`src/cfg_regs_pkg.sv`:
```
// package: register map, field layout and reset values of the config bank
package cfg_regs_pkg;

  // ==========================================================
  // bus widths
  localparam int unsigned ADDR_W = 9;
  localparam int unsigned DATA_W = 16;

  // ==========================================================
  // register addresses
  localparam logic [8:0] ADDR_CLKGEN = 9'h020;
  localparam logic [8:0] ADDR_LOGIC  = 9'h022;
  localparam logic [8:0] ADDR_IMCPWR = 9'h028;
  localparam logic [8:0] ADDR_IMCLVL = 9'h029;
  localparam logic [8:0] ADDR_AFEPWR = 9'h030;
  localparam logic [8:0] ADDR_BIASPW = 9'h040;
  localparam logic [8:0] ADDR_BIASRC = 9'h041;
  localparam logic [8:0] ADDR_AFECUR = 9'h042;
  localparam logic [8:0] ADDR_MUXCUR = 9'h043;
  localparam logic [8:0] ADDR_SERCUR = 9'h044;
  localparam logic [8:0] ADDR_AFEREF = 9'h046;

  // ==========================================================
  // reset values
  localparam logic [15:0] RST_CLKGEN = 16'h0004;
  localparam logic [15:0] RST_LOGIC  = 16'h0000;
  localparam logic [15:0] RST_IMCPWR = 16'h0000;
  localparam logic [15:0] RST_IMCLVL = 16'h1B5A;
  localparam logic [15:0] RST_AFEPWR = 16'h0000;
  localparam logic [15:0] RST_BIASPW = 16'h0000;
  localparam logic [15:0] RST_BIASRC = 16'h888B;
  localparam logic [15:0] RST_AFECUR = 16'h53C8;
  localparam logic [15:0] RST_MUXCUR = 16'h8888;
  localparam logic [15:0] RST_SERCUR = 16'h0088;
  localparam logic [15:0] RST_AFEREF = 16'h8888;

  // ==========================================================
  // field positions
  localparam int unsigned B_ANALOG_CLK  = 0;
  localparam int unsigned B_LOGIC_CLK   = 1;
  localparam int unsigned B_SEL_PLL     = 2;
  localparam int unsigned B_EIGHT_BIT   = 3;
  localparam int unsigned B_LOGIC_EN    = 0;
  localparam int unsigned B_CORE_PWR    = 0;
  localparam int unsigned B_MUX_PWR     = 1;
  localparam int unsigned B_COLBIAS_EN  = 2;
  localparam int unsigned B_AFE_PWR     = 0;
  localparam int unsigned B_BANDGAP_PWR = 0;
  localparam int unsigned B_EXT_RES     = 0;
  localparam int unsigned L_DS_LVL      = 0;
  localparam int unsigned L_TS_LVL      = 4;
  localparam int unsigned L_PRECHG      = 4;
  localparam int unsigned L_COLBIAS     = 8;
  localparam int unsigned L_CPUMP       = 12;
  localparam int unsigned L_MUX1        = 0;
  localparam int unsigned L_MUX2        = 4;
  localparam int unsigned NIB_W         = 4;

  // ==========================================================
  // bus request carrier
  typedef struct packed {
    logic [8:0]  addr;
    logic [15:0] wdata;
    logic        wr;
    logic        rd;
  } bus_req_t;

  // decoded controls towards the analog and clock blocks
  typedef struct packed {
    logic       analog_clk_en;
    logic       logic_clk_en;
    logic       sel_pll_clk;
    logic       eight_bit_mode;
    logic       logic_en;
    logic       core_pwr_up;
    logic       mux_pwr_up;
    logic       colbias_en;
    logic [3:0] double_slope_level;
    logic [3:0] triple_slope_level;
    logic       afe_pwr_up;
    logic       bandgap_pwr_up;
    logic       ext_resistor;
    logic [3:0] col_precharge_current;
    logic [3:0] col_bias_current;
    logic [3:0] charge_pump_current;
    logic [3:0] multiplexer_first_stage_current;
    logic [3:0] multiplexer_second_stage_current;
  } ctrl_t;

endpackage

```
`src/sensor_clock_bias_config_regs.sv`:
```
// module: clock generator, power and bias configuration register bank

// What this block does
// - clock generator bit 0 at 32 enables analog clocks, resets to zero
// - clock generator bit 1 enables the logic clock, resets to zero
// - clock generator bit 2 picks PLL clock when one, LVDS when zero
// - clock generator bit 3 picks 8-bit mode when one, 10-bit when zero
// - bit 0 at address 34 is the general logic enable, resets zero
// - address 40 bits 0 and 1 power up core and column mux
// - address 40 bit 2 enables the column bias, resets to zero
// - address 41 bits 3:0 hold double slope reset level, reset ten
// - address 41 bits 7:4 hold triple slope reset level, reset five
// - address 48 bit 0 powers up the eight column front ends
// - address 64 bit 0 powers up the bandgap, resets to zero
// - address 65 bit 0 selects external resistor when one, reset external
// - address 65 holds precharge, column bias, charge pump currents, reset eight
// - address 67 holds two multiplexer stage currents, each reset eight
module sensor_clock_bias_config_regs (
  input  wire logic                        mclk,
  input  wire logic                        reset_n,
  input  wire logic [8:0]                  addr,
  input  wire logic [15:0]                 wdata,
  input  wire logic                        wr_en,
  input  wire logic                        rd_en,
  output logic      [15:0]                 rdata,
  output logic                             rd_valid,
  output logic                             addr_err,
  output cfg_regs_pkg::ctrl_t              ctrl
);

  // ==========================================================
  // register index
  localparam int unsigned NREG = 11;
  localparam logic [8:0] ADDRS [NREG] = '{
    cfg_regs_pkg::ADDR_CLKGEN, cfg_regs_pkg::ADDR_LOGIC,
    cfg_regs_pkg::ADDR_IMCPWR, cfg_regs_pkg::ADDR_IMCLVL,
    cfg_regs_pkg::ADDR_AFEPWR, cfg_regs_pkg::ADDR_BIASPW,
    cfg_regs_pkg::ADDR_BIASRC, cfg_regs_pkg::ADDR_AFECUR,
    cfg_regs_pkg::ADDR_MUXCUR, cfg_regs_pkg::ADDR_SERCUR,
    cfg_regs_pkg::ADDR_AFEREF
  };
  localparam logic [15:0] RSTS [NREG] = '{
    cfg_regs_pkg::RST_CLKGEN, cfg_regs_pkg::RST_LOGIC,
    cfg_regs_pkg::RST_IMCPWR, cfg_regs_pkg::RST_IMCLVL,
    cfg_regs_pkg::RST_AFEPWR, cfg_regs_pkg::RST_BIASPW,
    cfg_regs_pkg::RST_BIASRC, cfg_regs_pkg::RST_AFECUR,
    cfg_regs_pkg::RST_MUXCUR, cfg_regs_pkg::RST_SERCUR,
    cfg_regs_pkg::RST_AFEREF
  };
  localparam int unsigned I_CLKGEN = 0;
  localparam int unsigned I_LOGIC  = 1;
  localparam int unsigned I_IMCPWR = 2;
  localparam int unsigned I_IMCLVL = 3;
  localparam int unsigned I_AFEPWR = 4;
  localparam int unsigned I_BIASPW = 5;
  localparam int unsigned I_BIASRC = 6;
  localparam int unsigned I_MUXCUR = 8;

  cfg_regs_pkg::bus_req_t req;
  logic [15:0]            regs_q [NREG];
  logic [15:0]            regs_d [NREG];
  logic [NREG-1:0]        hit;
  logic [15:0]            rdata_d;
  logic                   rd_valid_d;
  logic                   addr_err_d;
  logic [15:0]            rdata_q;
  logic                   rd_valid_q;
  logic                   addr_err_q;

  // bundle the bus signals
  assign req = '{addr: addr, wdata: wdata, wr: wr_en, rd: rd_en};

  // ==========================================================
  // storage, one full 16-bit word per register
  // reserved bits are kept as written so read-modify-write is exact
  genvar g;
  generate
    for (g = 0; g < NREG; g++) begin : g_reg
      assign hit[g] = (req.addr == ADDRS[g]);

      // next value: write replaces the whole word
      always_comb begin
        regs_d[g] = regs_q[g];
        if (req.wr && hit[g]) begin
          regs_d[g] = req.wdata;
        end
      end

      // register with documented reset value
      always_ff @(posedge mclk or negedge reset_n) begin
        if (!reset_n) begin
          regs_q[g] <= RSTS[g];
        end else begin
          regs_q[g] <= regs_d[g];
        end
      end
    end
  endgenerate

  // ==========================================================
  // read path: data one cycle after the strobe, zero elsewhere
  always_comb begin
    rdata_d    = 16'h0000;
    rd_valid_d = 1'b0;
    addr_err_d = 1'b0;
    if (req.rd) begin
      rd_valid_d = 1'b1;
      addr_err_d = ~|hit;           // unmapped reads return zero
      for (int i = 0; i < NREG; i++) begin
        if (hit[i]) begin
          rdata_d = regs_q[i];
        end
      end
    end else if (req.wr) begin
      addr_err_d = ~|hit;           // unmapped writes are dropped
    end
  end

  // read data and status flops
  always_ff @(posedge mclk or negedge reset_n) begin
    if (!reset_n) begin
      rdata_q    <= 16'h0000;
      rd_valid_q <= 1'b0;
      addr_err_q <= 1'b0;
    end else begin
      rdata_q    <= rdata_d;
      rd_valid_q <= rd_valid_d;
      addr_err_q <= addr_err_d;
    end
  end

  assign rdata    = rdata_q;
  assign rd_valid = rd_valid_q;
  assign addr_err = addr_err_q;

  // ==========================================================
  // clock generator controls
  always_comb begin
    ctrl = '0;
    ctrl.analog_clk_en  =
      regs_q[I_CLKGEN][cfg_regs_pkg::B_ANALOG_CLK];
    ctrl.logic_clk_en   =
      regs_q[I_CLKGEN][cfg_regs_pkg::B_LOGIC_CLK];
    ctrl.sel_pll_clk    =
      regs_q[I_CLKGEN][cfg_regs_pkg::B_SEL_PLL];
    ctrl.eight_bit_mode =
      regs_q[I_CLKGEN][cfg_regs_pkg::B_EIGHT_BIT];
    // logic and image core controls
    ctrl.logic_en       =
      regs_q[I_LOGIC][cfg_regs_pkg::B_LOGIC_EN];
    ctrl.core_pwr_up    =
      regs_q[I_IMCPWR][cfg_regs_pkg::B_CORE_PWR];
    ctrl.mux_pwr_up     =
      regs_q[I_IMCPWR][cfg_regs_pkg::B_MUX_PWR];
    ctrl.colbias_en     =
      regs_q[I_IMCPWR][cfg_regs_pkg::B_COLBIAS_EN];
    ctrl.double_slope_level = regs_q[I_IMCLVL]
      [cfg_regs_pkg::L_DS_LVL +: cfg_regs_pkg::NIB_W];
    ctrl.triple_slope_level = regs_q[I_IMCLVL]
      [cfg_regs_pkg::L_TS_LVL +: cfg_regs_pkg::NIB_W];
    // front end and bias controls
    ctrl.afe_pwr_up     =
      regs_q[I_AFEPWR][cfg_regs_pkg::B_AFE_PWR];
    ctrl.bandgap_pwr_up =
      regs_q[I_BIASPW][cfg_regs_pkg::B_BANDGAP_PWR];
    ctrl.ext_resistor   =
      regs_q[I_BIASRC][cfg_regs_pkg::B_EXT_RES];
    ctrl.col_precharge_current = regs_q[I_BIASRC]
      [cfg_regs_pkg::L_PRECHG +: cfg_regs_pkg::NIB_W];
    ctrl.col_bias_current = regs_q[I_BIASRC]
      [cfg_regs_pkg::L_COLBIAS +: cfg_regs_pkg::NIB_W];
    ctrl.charge_pump_current = regs_q[I_BIASRC]
      [cfg_regs_pkg::L_CPUMP +: cfg_regs_pkg::NIB_W];
    ctrl.multiplexer_first_stage_current = regs_q[I_MUXCUR]
      [cfg_regs_pkg::L_MUX1 +: cfg_regs_pkg::NIB_W];
    ctrl.multiplexer_second_stage_current = regs_q[I_MUXCUR]
      [cfg_regs_pkg::L_MUX2 +: cfg_regs_pkg::NIB_W];
  end

endmodule

```
`config.mk`:
```
export PLATFORM = sky130hd
export DESIGN_NAME = sensor_clock_bias_config_regs
export DESIGN_NICKNAME = d
export VERILOG_FILES = /design/src/cfg_regs_pkg.sv /design/src/sensor_clock_bias_config_regs.sv
export SDC_FILE = /design/constraint.sdc
export NUM_CORES = 1
export LEC_CHECK = 0
export BUFFER_PORTS_ARGS = -buffer_cell sky130_fd_sc_hd__buf_2
export CORE_ASPECT_RATIO = 0.9
export CORE_MARGIN = 2
export CORE_UTILIZATION = 45
export CTS_CLUSTER_DIAMETER = 40
export CTS_CLUSTER_SIZE = 16
export DETAILED_ROUTE_END_ITERATION = 10
export PLACE_DENSITY = 0.66
export SLEW_MARGIN = 20
export SYNTH_ARGS = -nofsm -noshare
export SYNTH_HDL_FRONTEND = slang
export SYNTH_SLANG_ARGS = --single-unit
```
`constraint.sdc`:
```
create_clock -name mclk -period 1.5 [get_ports mclk]
set_input_delay 0 -clock mclk [delete_from_list [all_inputs] [get_ports mclk]]
set_output_delay 0 -clock mclk [all_outputs]
set_load 0.1 [all_outputs]
```
=== Word-level counts from Yosys, hierarchy flattened ===
Cells that the tools add are included.

* Flip-flop bits (word level): 194
* Input bits: 29

* Mux-type cells: 15
* Reductions and logical operators: 13
* Equal/unequal tests: 11

{| class="wikitable"
|+ Operators with widths
! operator !! number
|-
| 16-bit 2-to-1 mux || 12
|-
| 9-bit by 7-bit == test with 1-bit output (second input constant) || 6
|-
| 9-bit by 6-bit == test with 1-bit output (second input constant) || 5
|-
| 1-bit logical AND || 11
|-
| 11-bit OR reduction || 1
|-
| 1-bit 2-to-1 mux || 3
|-
| 1-bit logical NOT || 1
|}

=== Logic depth before layout (Yosys ltp) ===
Gate-level depths: netlist of run 1.

* Depth after elaboration: 13
* Depth in mapped cells: 9
* Mapped depth without buffers: 5

=== Worst setup path before layout of run 1 ===
No wires, ideal clock.

* Path type: input port to flip-flop
* Start point: input port addr[2]
* End point: register regs_q, in the netlist ctrl[10]
* Path slack: -0.331 ns
* Setup time: 0.127 ns
* Stages: 8
* Data arrival time: 1.704 ns
* Path buffers: 4
* Path through: clkbuf_1 > or3_1 > clkbuf_1 > nor4_4 > and2_1 > buf_4 > buf_6 > mux2_1

* Cells in the longest elaborated chain, start to end: 2

{| class="wikitable"
|+ RTL lines
! item !! line !! RTL
|-
| start: declaration || sensor_clock_bias_config_regs.sv:21 || <nowiki>input wire logic [8:0] addr,</nowiki>
|-
| 9-bit by 7-bit == test with 1-bit output || sensor_clock_bias_config_regs.sv:79 || <nowiki>assign hit[g] = (req.addr == ADDRS[g]);</nowiki>
|-
| 1-bit logical AND || sensor_clock_bias_config_regs.sv:84 || <nowiki>if (req.wr && hit[g]) begin</nowiki>
|-
| end signal: indexed assignment || sensor_clock_bias_config_regs.sv:92 || <nowiki>regs_q[g] <= RSTS[g];</nowiki>
|-
| end signal: indexed assignment || sensor_clock_bias_config_regs.sv:94 || <nowiki>regs_q[g] <= regs_d[g];</nowiki>
|-
| end: declaration || sensor_clock_bias_config_regs.sv:60 || <nowiki>logic [15:0] regs_q [NREG];</nowiki>
|}

No other way between the ends.
A chain may end at the register's enable or synchronous reset.

=== Worst setup path after layout of run 1 ===
* Start point: register regs_q[107] (netlist bit)
* End point: register rdata_q[11] (netlist: rdata[11])

* Cells in the longest elaborated chain, start to end: 8

{| class="wikitable"
|+ RTL lines
! item !! line !! RTL
|-
| 16-bit 2-to-1 mux (7 in a row) || sensor_clock_bias_config_regs.sv:110 || <nowiki>if (hit[i]) begin</nowiki>
|-
| 16-bit 2-to-1 mux || sensor_clock_bias_config_regs.sv:106 || <nowiki>if (req.rd) begin</nowiki>
|-
| named net rdata_d[11] || sensor_clock_bias_config_regs.sv:63 || <nowiki>logic [15:0] rdata_d;</nowiki>
|-
| end signal: assignment || sensor_clock_bias_config_regs.sv:126 || <nowiki>rdata_q <= rdata_d;</nowiki>
|-
| end: declaration || sensor_clock_bias_config_regs.sv:66 || <nowiki>logic [15:0] rdata_q;</nowiki>
|}

The timed path passes the listed nets, and every way through them passes these cells.

==> results.json, run 1 <==
{
  "holdWs_ns": 0.00500,
  "synth_area_sq_um": 9480,
  "wl_mm": 26.7,
  "yosysUniqueCellTypes": 69,
  "nNetsFinal": 930,
  "synth_xor_area_share_pct": 0,
  "async_flop_share_pct": 100,
  "total_power_mw": 11.7,
  "via_count": 6919,
  "setup_tns_ns": -0.0992,
  "crit_required_ns": 1.83,
  "cts_buffer_depth": 2,
  "cts_tree": "built",
  "ys_warn_count": 0,
  "yosysSeqAreaShare_pct": 51.6,
  "dr.pass1.iters": 5,
  "start_kind": "register",
  "grt_pass1_wl_mm": 41.2,
  "syn_inst": 759,
  "synthTopCellsByArea": "dfrtp_1, mux2_2, dfstp_2, buf_4, mux2_4",
  "synth_top_family_by_area": "multiplexers",
  "cts_sinks": 194,
  "drv_slew": 0,
  "synth_fp_nets": 788,
  "clkTransAtPathRegs_ns": 0.07,
  "num_io_pins": 86,
  "port-buffer-count": 85,
  "hold_depth": 2,
  "synth.area.mux_share_pct": 24.2,
  "max_stage_delay_ns": 0.43,
  "clk_latency_ns": 0.44,
  "setup_ws_ns": -0.0710,
  "wl_per_cell_um": 22.3,
  "cp-end-kind": "register",
  "finalCriticalPeriod_ns": 1.57,
  "netlist.area_leader.share_pct": 42.7,
  "cellLeakagePower_nw": 5.75,
  "cp_max_fo": 2,
  "drv_cap": 0,
  "antennaDiodeCount": 0,
  "drt_iter0_markers": 619,
  "hold_viol": 0,
  "r2r_cells": 4,
  "nFillCells": 1757,
  "initial_core_util_pct": 45.7,
  "die_h_um": 142,
  "ant_nets": 0,
  "yosysTopAreaCell": "dfrtp_1",
  "coreArea_sq_um": 20800,
  "grt_max_degree": 45,
  "cp.buffers_inverters": 0,
  "hp-class": "input port to register",
  "skew_ns": 0.00850,
  "synth_adder_area_share_pct": 0,
  "cts_buffers": 17,
  "synth_seq_cells": 194,
  "worst-r2r-setup-slack_ns": -0.07,
  "max_freq_ghz": 0.637,
  "setup_viol": 2,
  "rsz0062_at_grt": "yes",
  "syn_area_per_cell_sq_um": 12.5,
  "run_status": "complete, but fails checks",
  "fin_crit_sh_pct": 105,
  "slew_headroom_pct": 63.1,
  "cp.depth": 4,
  "grt_util_all_layers_pct": 24.9,
  "clock-root-buffer": "clkbuf_16",
  "syn_to_final_growth_pct": 23.4,
  "synth_edf_count": 0,
  "crit_family": "compound AO/OA/AOI/OAI gates",
  "dieArea_sq_um": 22300,
  "slowest_stage": "or4_4",
  "ys.flop_type": "dfrtp_1",
  "power.density_nw_per_um2": 1000,
  "drc": 0,
  "hpwl_mm": 18.7,
  "drive_above_1_share_pct": 53.0,
  "critPathArrivalTime_ns": 1.90,
  "htree_levels": 4,
  "ir_worst_vdd_mv": 0.700,
  "avgViaCountPerCell": 5.77,
  "worstPathCellList": "or4_4, a2111oi_4, nor4_1, o221a_2",
  "worstMarginPinSlew_ns": 0.554,
  "synth-simple-area-share_pct": 8.42,
  "grt_pass1_vias": 6933,
  "grt_overflow": 0,
  "synth_compound_area_share_pct": 9.54,
  "path_class": "register to register",
  "violations": "setup timing",
  "die_w_um": 157,
  "row_count": 50,
  "place.gp.congestion": 0.871,
  "antenna_found_initial": 0
}
[flip-flops by register name (all words and copies together) (netlist names)]
register / count
ctrl: 39
addr_err: 1
regs_q: 137
rdata: 16
rd_valid: 1
[cell families (layout without fill, tap and decap cells)]
| kind of cell | Yosys count | in the layout |
|---|---|---|
| flops | 194 | 194 |
| simple gates | 129 | 129 |
| compound gates | 130 | 130 |
| mux | 202 | 202 |
| buf+inv | 104 | 259 |
[cell type report]
cell class                 instances  area, sq um  area share, %
clock inverter                    12          204           1.74
inverter                           5         18.8          0.160
multi-input combinational        461         4090           35.0
sequential                       194         4890           41.8
clock buffer                      20          447           3.82
timing repair buffer             222         1690           14.4
tap                              286          358           3.06
[timing repair]
item                                   CTS  global route
setup endpoints to repair                2             4
setup buffers                            0             2
pin swaps                                7             0
gates resized for setup                  5             5
endpoints found under the hold margin  313             0
hold buffers                            16             0
[worst reg2reg max path: stages, from the launching register on]
cell	delay (ns)
dfrtp_1	0.38
or4_4	0.43
a2111oi_4	0.31
nor4_1	0.09
o221a_2	0.25
[power breakdown]
part           internal (mW)  total, mW  switching (mW)  leakage, nW
combinational          0.399       1.18           0.781         2.86
clock                   3.02       5.08            2.06        0.319
sequential              5.38       5.46          0.0778         2.57
[Yosys cell counts, drive strengths merged, types with 4 or more instances]
library cell,number
a221oi,5
dfrtp,162
nor2,24
nand2,26
a21oi,25
and2,6
buf,67
inv,5
o221ai,7
a22oi,12
a32oi,4
nor3,13
o22ai,5
mux2i,15
nand3,12
nand3b,4
nand2b,10
a31oi,6
clkbuf,32
nand4,4
dfstp,32
nor4,10
or3,5
a211o,5
mux2,187
o21ai,27
[final timing paths]
check / from / end
max in group asynchronous: reset_n / regs_q[124]$_DFFE_PN1P_
worst max-delay path: regs_q[107]$_DFFE_PN0P_ / rdata[11]$_DFF_PN0_
worst max register to register: regs_q[107]$_DFFE_PN0P_ / rdata[11]$_DFF_PN0_
worst min register to register: regs_q[24]$_DFFE_PN0P_ / regs_q[24]$_DFFE_PN0P_
worst min-delay path: wdata[0] / regs_q[16]$_DFFE_PN0P_
min in group asynchronous: reset_n / regs_q[152]$_DFFE_PN0P_
[cells in the final DEF (no fill, tap or decap), types with 6 or more instances in the layout]
master,n
mux2_2,168
dfrtp_1,162
buf_4,106
buf_2,84
dfstp_2,32
o21ai_0,27
a21oi_1,22
nand2_1,22
nor2_1,20
clkbuf_16,17
mux2_4,16
dlygate4sd3_1,16
mux2i_1,15
buf_12,15
a22oi_1,12
nor3_1,11
nand2b_1,10
nand3_1,9
nor4_1,9
o221ai_1,7
a31oi_1,6
and2_1,6
[through the flow]
stage / setup WS (ns) / utilization, % / std cells / instance area [sq um]
after floorplan: -0.249 / - / 759 / 9620
after global placement: -0.336 / 52.2 / 1150 / 10800
after detailed placement: -0.356 / 52.2 / 1150 / 10800
after CTS: -0.0758 / 56.2 / 1198 / 11700
after global routing: -0.129 / 56.3 / 1200 / 11700
final: -0.0710 / 56.3 / 1200 / 11700
[layer usage]
layer	wire [um]	GRT usage, %	vias up
met4	515	6.99	0
met5	0	0	-
li1	-	-	3059
met2	12400	38.6	238
met1	12300	36.0	3586
met3	1540	4.61	36
Power figures use the tool's default switching activity.
==> run 2, diff against run 1 <==
--- a/config.mk
+++ b/config.mk
@@ -5,6 +5,7 @@
 export SDC_FILE = /design/constraint.sdc
 export NUM_CORES = 1
 export LEC_CHECK = 0
+export ABC_CLOCK_PERIOD_IN_PS = 1500
 export BUFFER_PORTS_ARGS = -buffer_cell sky130_fd_sc_hd__buf_2
 export CORE_ASPECT_RATIO = 0.9
 export CORE_MARGIN = 2
@@ -13,6 +14,7 @@
 export CTS_CLUSTER_SIZE = 16
 export DETAILED_ROUTE_END_ITERATION = 10
 export PLACE_DENSITY = 0.66
+export SETUP_SLACK_MARGIN = 0.02
 export SLEW_MARGIN = 20
 export SYNTH_ARGS = -nofsm -noshare
 export SYNTH_HDL_FRONTEND = slang
==> run 2 against run 1 <==
The run still ends with setup timing left. Routed wire length up 2.6%. Critical path depth is the same. Register-to-register slack hardly changed. Combinational power about the same. Largest cell class unchanged. Highest routed layer unchanged.
==> results.json, run 2 (synthesis results as in run 1) <==
{
  "final_area_sq_um": 11500,
  "wl_per_cell_um": 23.0,
  "slew_headroom_pct": 64.0,
  "drive_above_1_share_pct": 52.0,
  "total_power_mw": 11.2,
  "violations": "setup timing",
  "path_class": "register to register",
  "rsz0062_at_grt": "yes",
  "ir_worst_vdd_mv": 0.587,
  "place.gp.congestion": 0.898,
  "grt_util_all_layers_pct": 25.4,
  "drt_iter0_markers": 542,
  "max_freq_ghz": 0.635,
  "power.density_nw_per_um2": 970,
  "start_kind": "register",
  "final_common_cell": "mux2_2",
  "placed_cells": 1142,
  "hpwl_mm": 19.1,
  "ant_nets": 0,
  "skew_ns": 0.00577,
  "post-place-ws_ns": -0.432,
  "drc": 0,
  "drv_cap": 0,
  "setup_viol": 2,
  "cp_max_fo": 2,
  "die_h_um": 142,
  "dr.pass1.iters": 7,
  "antenna_found_initial": 0,
  "run_status": "complete, but fails checks",
  "clock-root-buffer": "clkbuf_16",
  "syn_to_final_growth_pct": 21.7,
  "largest_register": "regs_q",
  "nFillCells": 1801,
  "via_count": 6968,
  "row_count": 50,
  "largest_reg_flops": 137,
  "clkTransAtPathRegs_ns": 0.07,
  "avgViaCountPerCell": 5.85,
  "cts_tree": "built",
  "crit_required_ns": 1.82,
  "grt_pass1_wl_mm": 42.0,
  "drv_slew": 0,
  "grt_overflow": 0,
  "clk_latency_ns": 0.44,
  "coreArea_sq_um": 20800,
  "worst-r2r-setup-slack_ns": -0.08,
  "grt_pass1_vias": 6991,
  "num_io_pins": 86,
  "dieArea_sq_um": 22300,
  "cp-end-kind": "register",
  "wl_mm": 27.4,
  "mostFrequentLayoutCells": "mux2_2, dfrtp_1, buf_4",
  "finalNonFillerCells": 1191,
  "hp-class": "input port to register",
  "post-route-util_pct": 55.6,
  "critPathArrivalTime_ns": 1.90,
  "setup_ws_ns": -0.0756,
  "antennaDiodeCount": 0,
  "finalCriticalPeriod_ns": 1.58,
  "cts_buffer_depth": 2,
  "die_w_um": 157,
  "nNetsFinal": 921,
  "grt_max_degree": 54,
  "cts_sinks": 194,
  "port-buffer-count": 85,
  "holdWs_ns": 0.00399,
  "hold_viol": 0,
  "initial_core_util_pct": 45.7,
  "worstMarginPinSlew_ns": 0.536,
  "cts_buffers": 17,
  "htree_levels": 4,
  "dpl_cell_area_sq_um": 10800,
  "fin_crit_sh_pct": 105,
  "setup_tns_ns": -0.120,
  "cellLeakagePower_nw": 5.66
}
==> run 2: cell types whose count changed in the layout (fill, tap and decap cells not counted), sizes merged <==
cell / change
buf: -9
bufinv: -3
clkbuf: +3
clkinv: -2
clkinvlp: +2
==> run 2: worst max-delay path: stages (launching register included) <==
cell	delay (ns)
dfrtp_1	0.38
or4_4	0.44
a2111oi_4	0.32
nor4_2	0.08
o221a_2	0.24
==> run 2: layer usage <==
metal | up-vias | part of all wire [%] | global-route usage [%]
met3 | 47 | 6.9 | 5.38
met5 | - | 0 | 0
li1 | 3027 | - | -
met2 | 278 | 46 | 39.8
met4 | 0 | 2.0 | 7.42
met1 | 3616 | 45 | 35.8
==> run 2: worst paths after layout <==
kind,from,end,depth (start not counted)
worst min-delay path,wdata[1],ctrl[37]$_DFFE_PN0P_,2
max in group asynchronous,reset_n,ctrl[7]$_DFFE_PN1P_,3
worst min register to register,regs_q[14]$_DFFE_PN0P_,regs_q[14]$_DFFE_PN0P_,1
worst max register to register,regs_q[107]$_DFFE_PN0P_,rdata[11]$_DFF_PN0_,4
worst max-delay path,regs_q[107]$_DFFE_PN0P_,rdata[11]$_DFF_PN0_,4
min in group asynchronous,reset_n,regs_q[126]$_DFFE_PN0P_,2
==> run 2: area by class of cell <==
cell class / instances / area, sq um / share of cell area [%]
multi-input cells: 461 / 4080 / 35.4
inverters: 5 / 18.8 / 0.163
well taps: 286 / 358 / 3.10
repair buffers: 213 / 1610 / 14.0
flip-flops and latches: 194 / 4890 / 42.4
clock buffers: 23 / 468 / 4.05
clock inverters: 9 / 108 / 0.932
==> run 2: what timing repair did <==
item                                   4_1_cts  5_1_grt
buffers inserted                             0        1
setup endpoints to repair                    2        3
pin swaps                                    7        0
resized for setup                            3        5
endpoints found under the hold margin      294        0
hold buffers                                16        0
==> run 2: power breakdown <==
| part | leakage (nW) | internal (mW) | switching, mW |
|---|---|---|---|
| Clock | 0.278 | 2.55 | 2.00 |
| Sequential | 2.57 | 5.38 | 0.0803 |
| Combinational | 2.81 | 0.399 | 0.786 |
| Total | 5.66 | 8.33 | 2.87 |
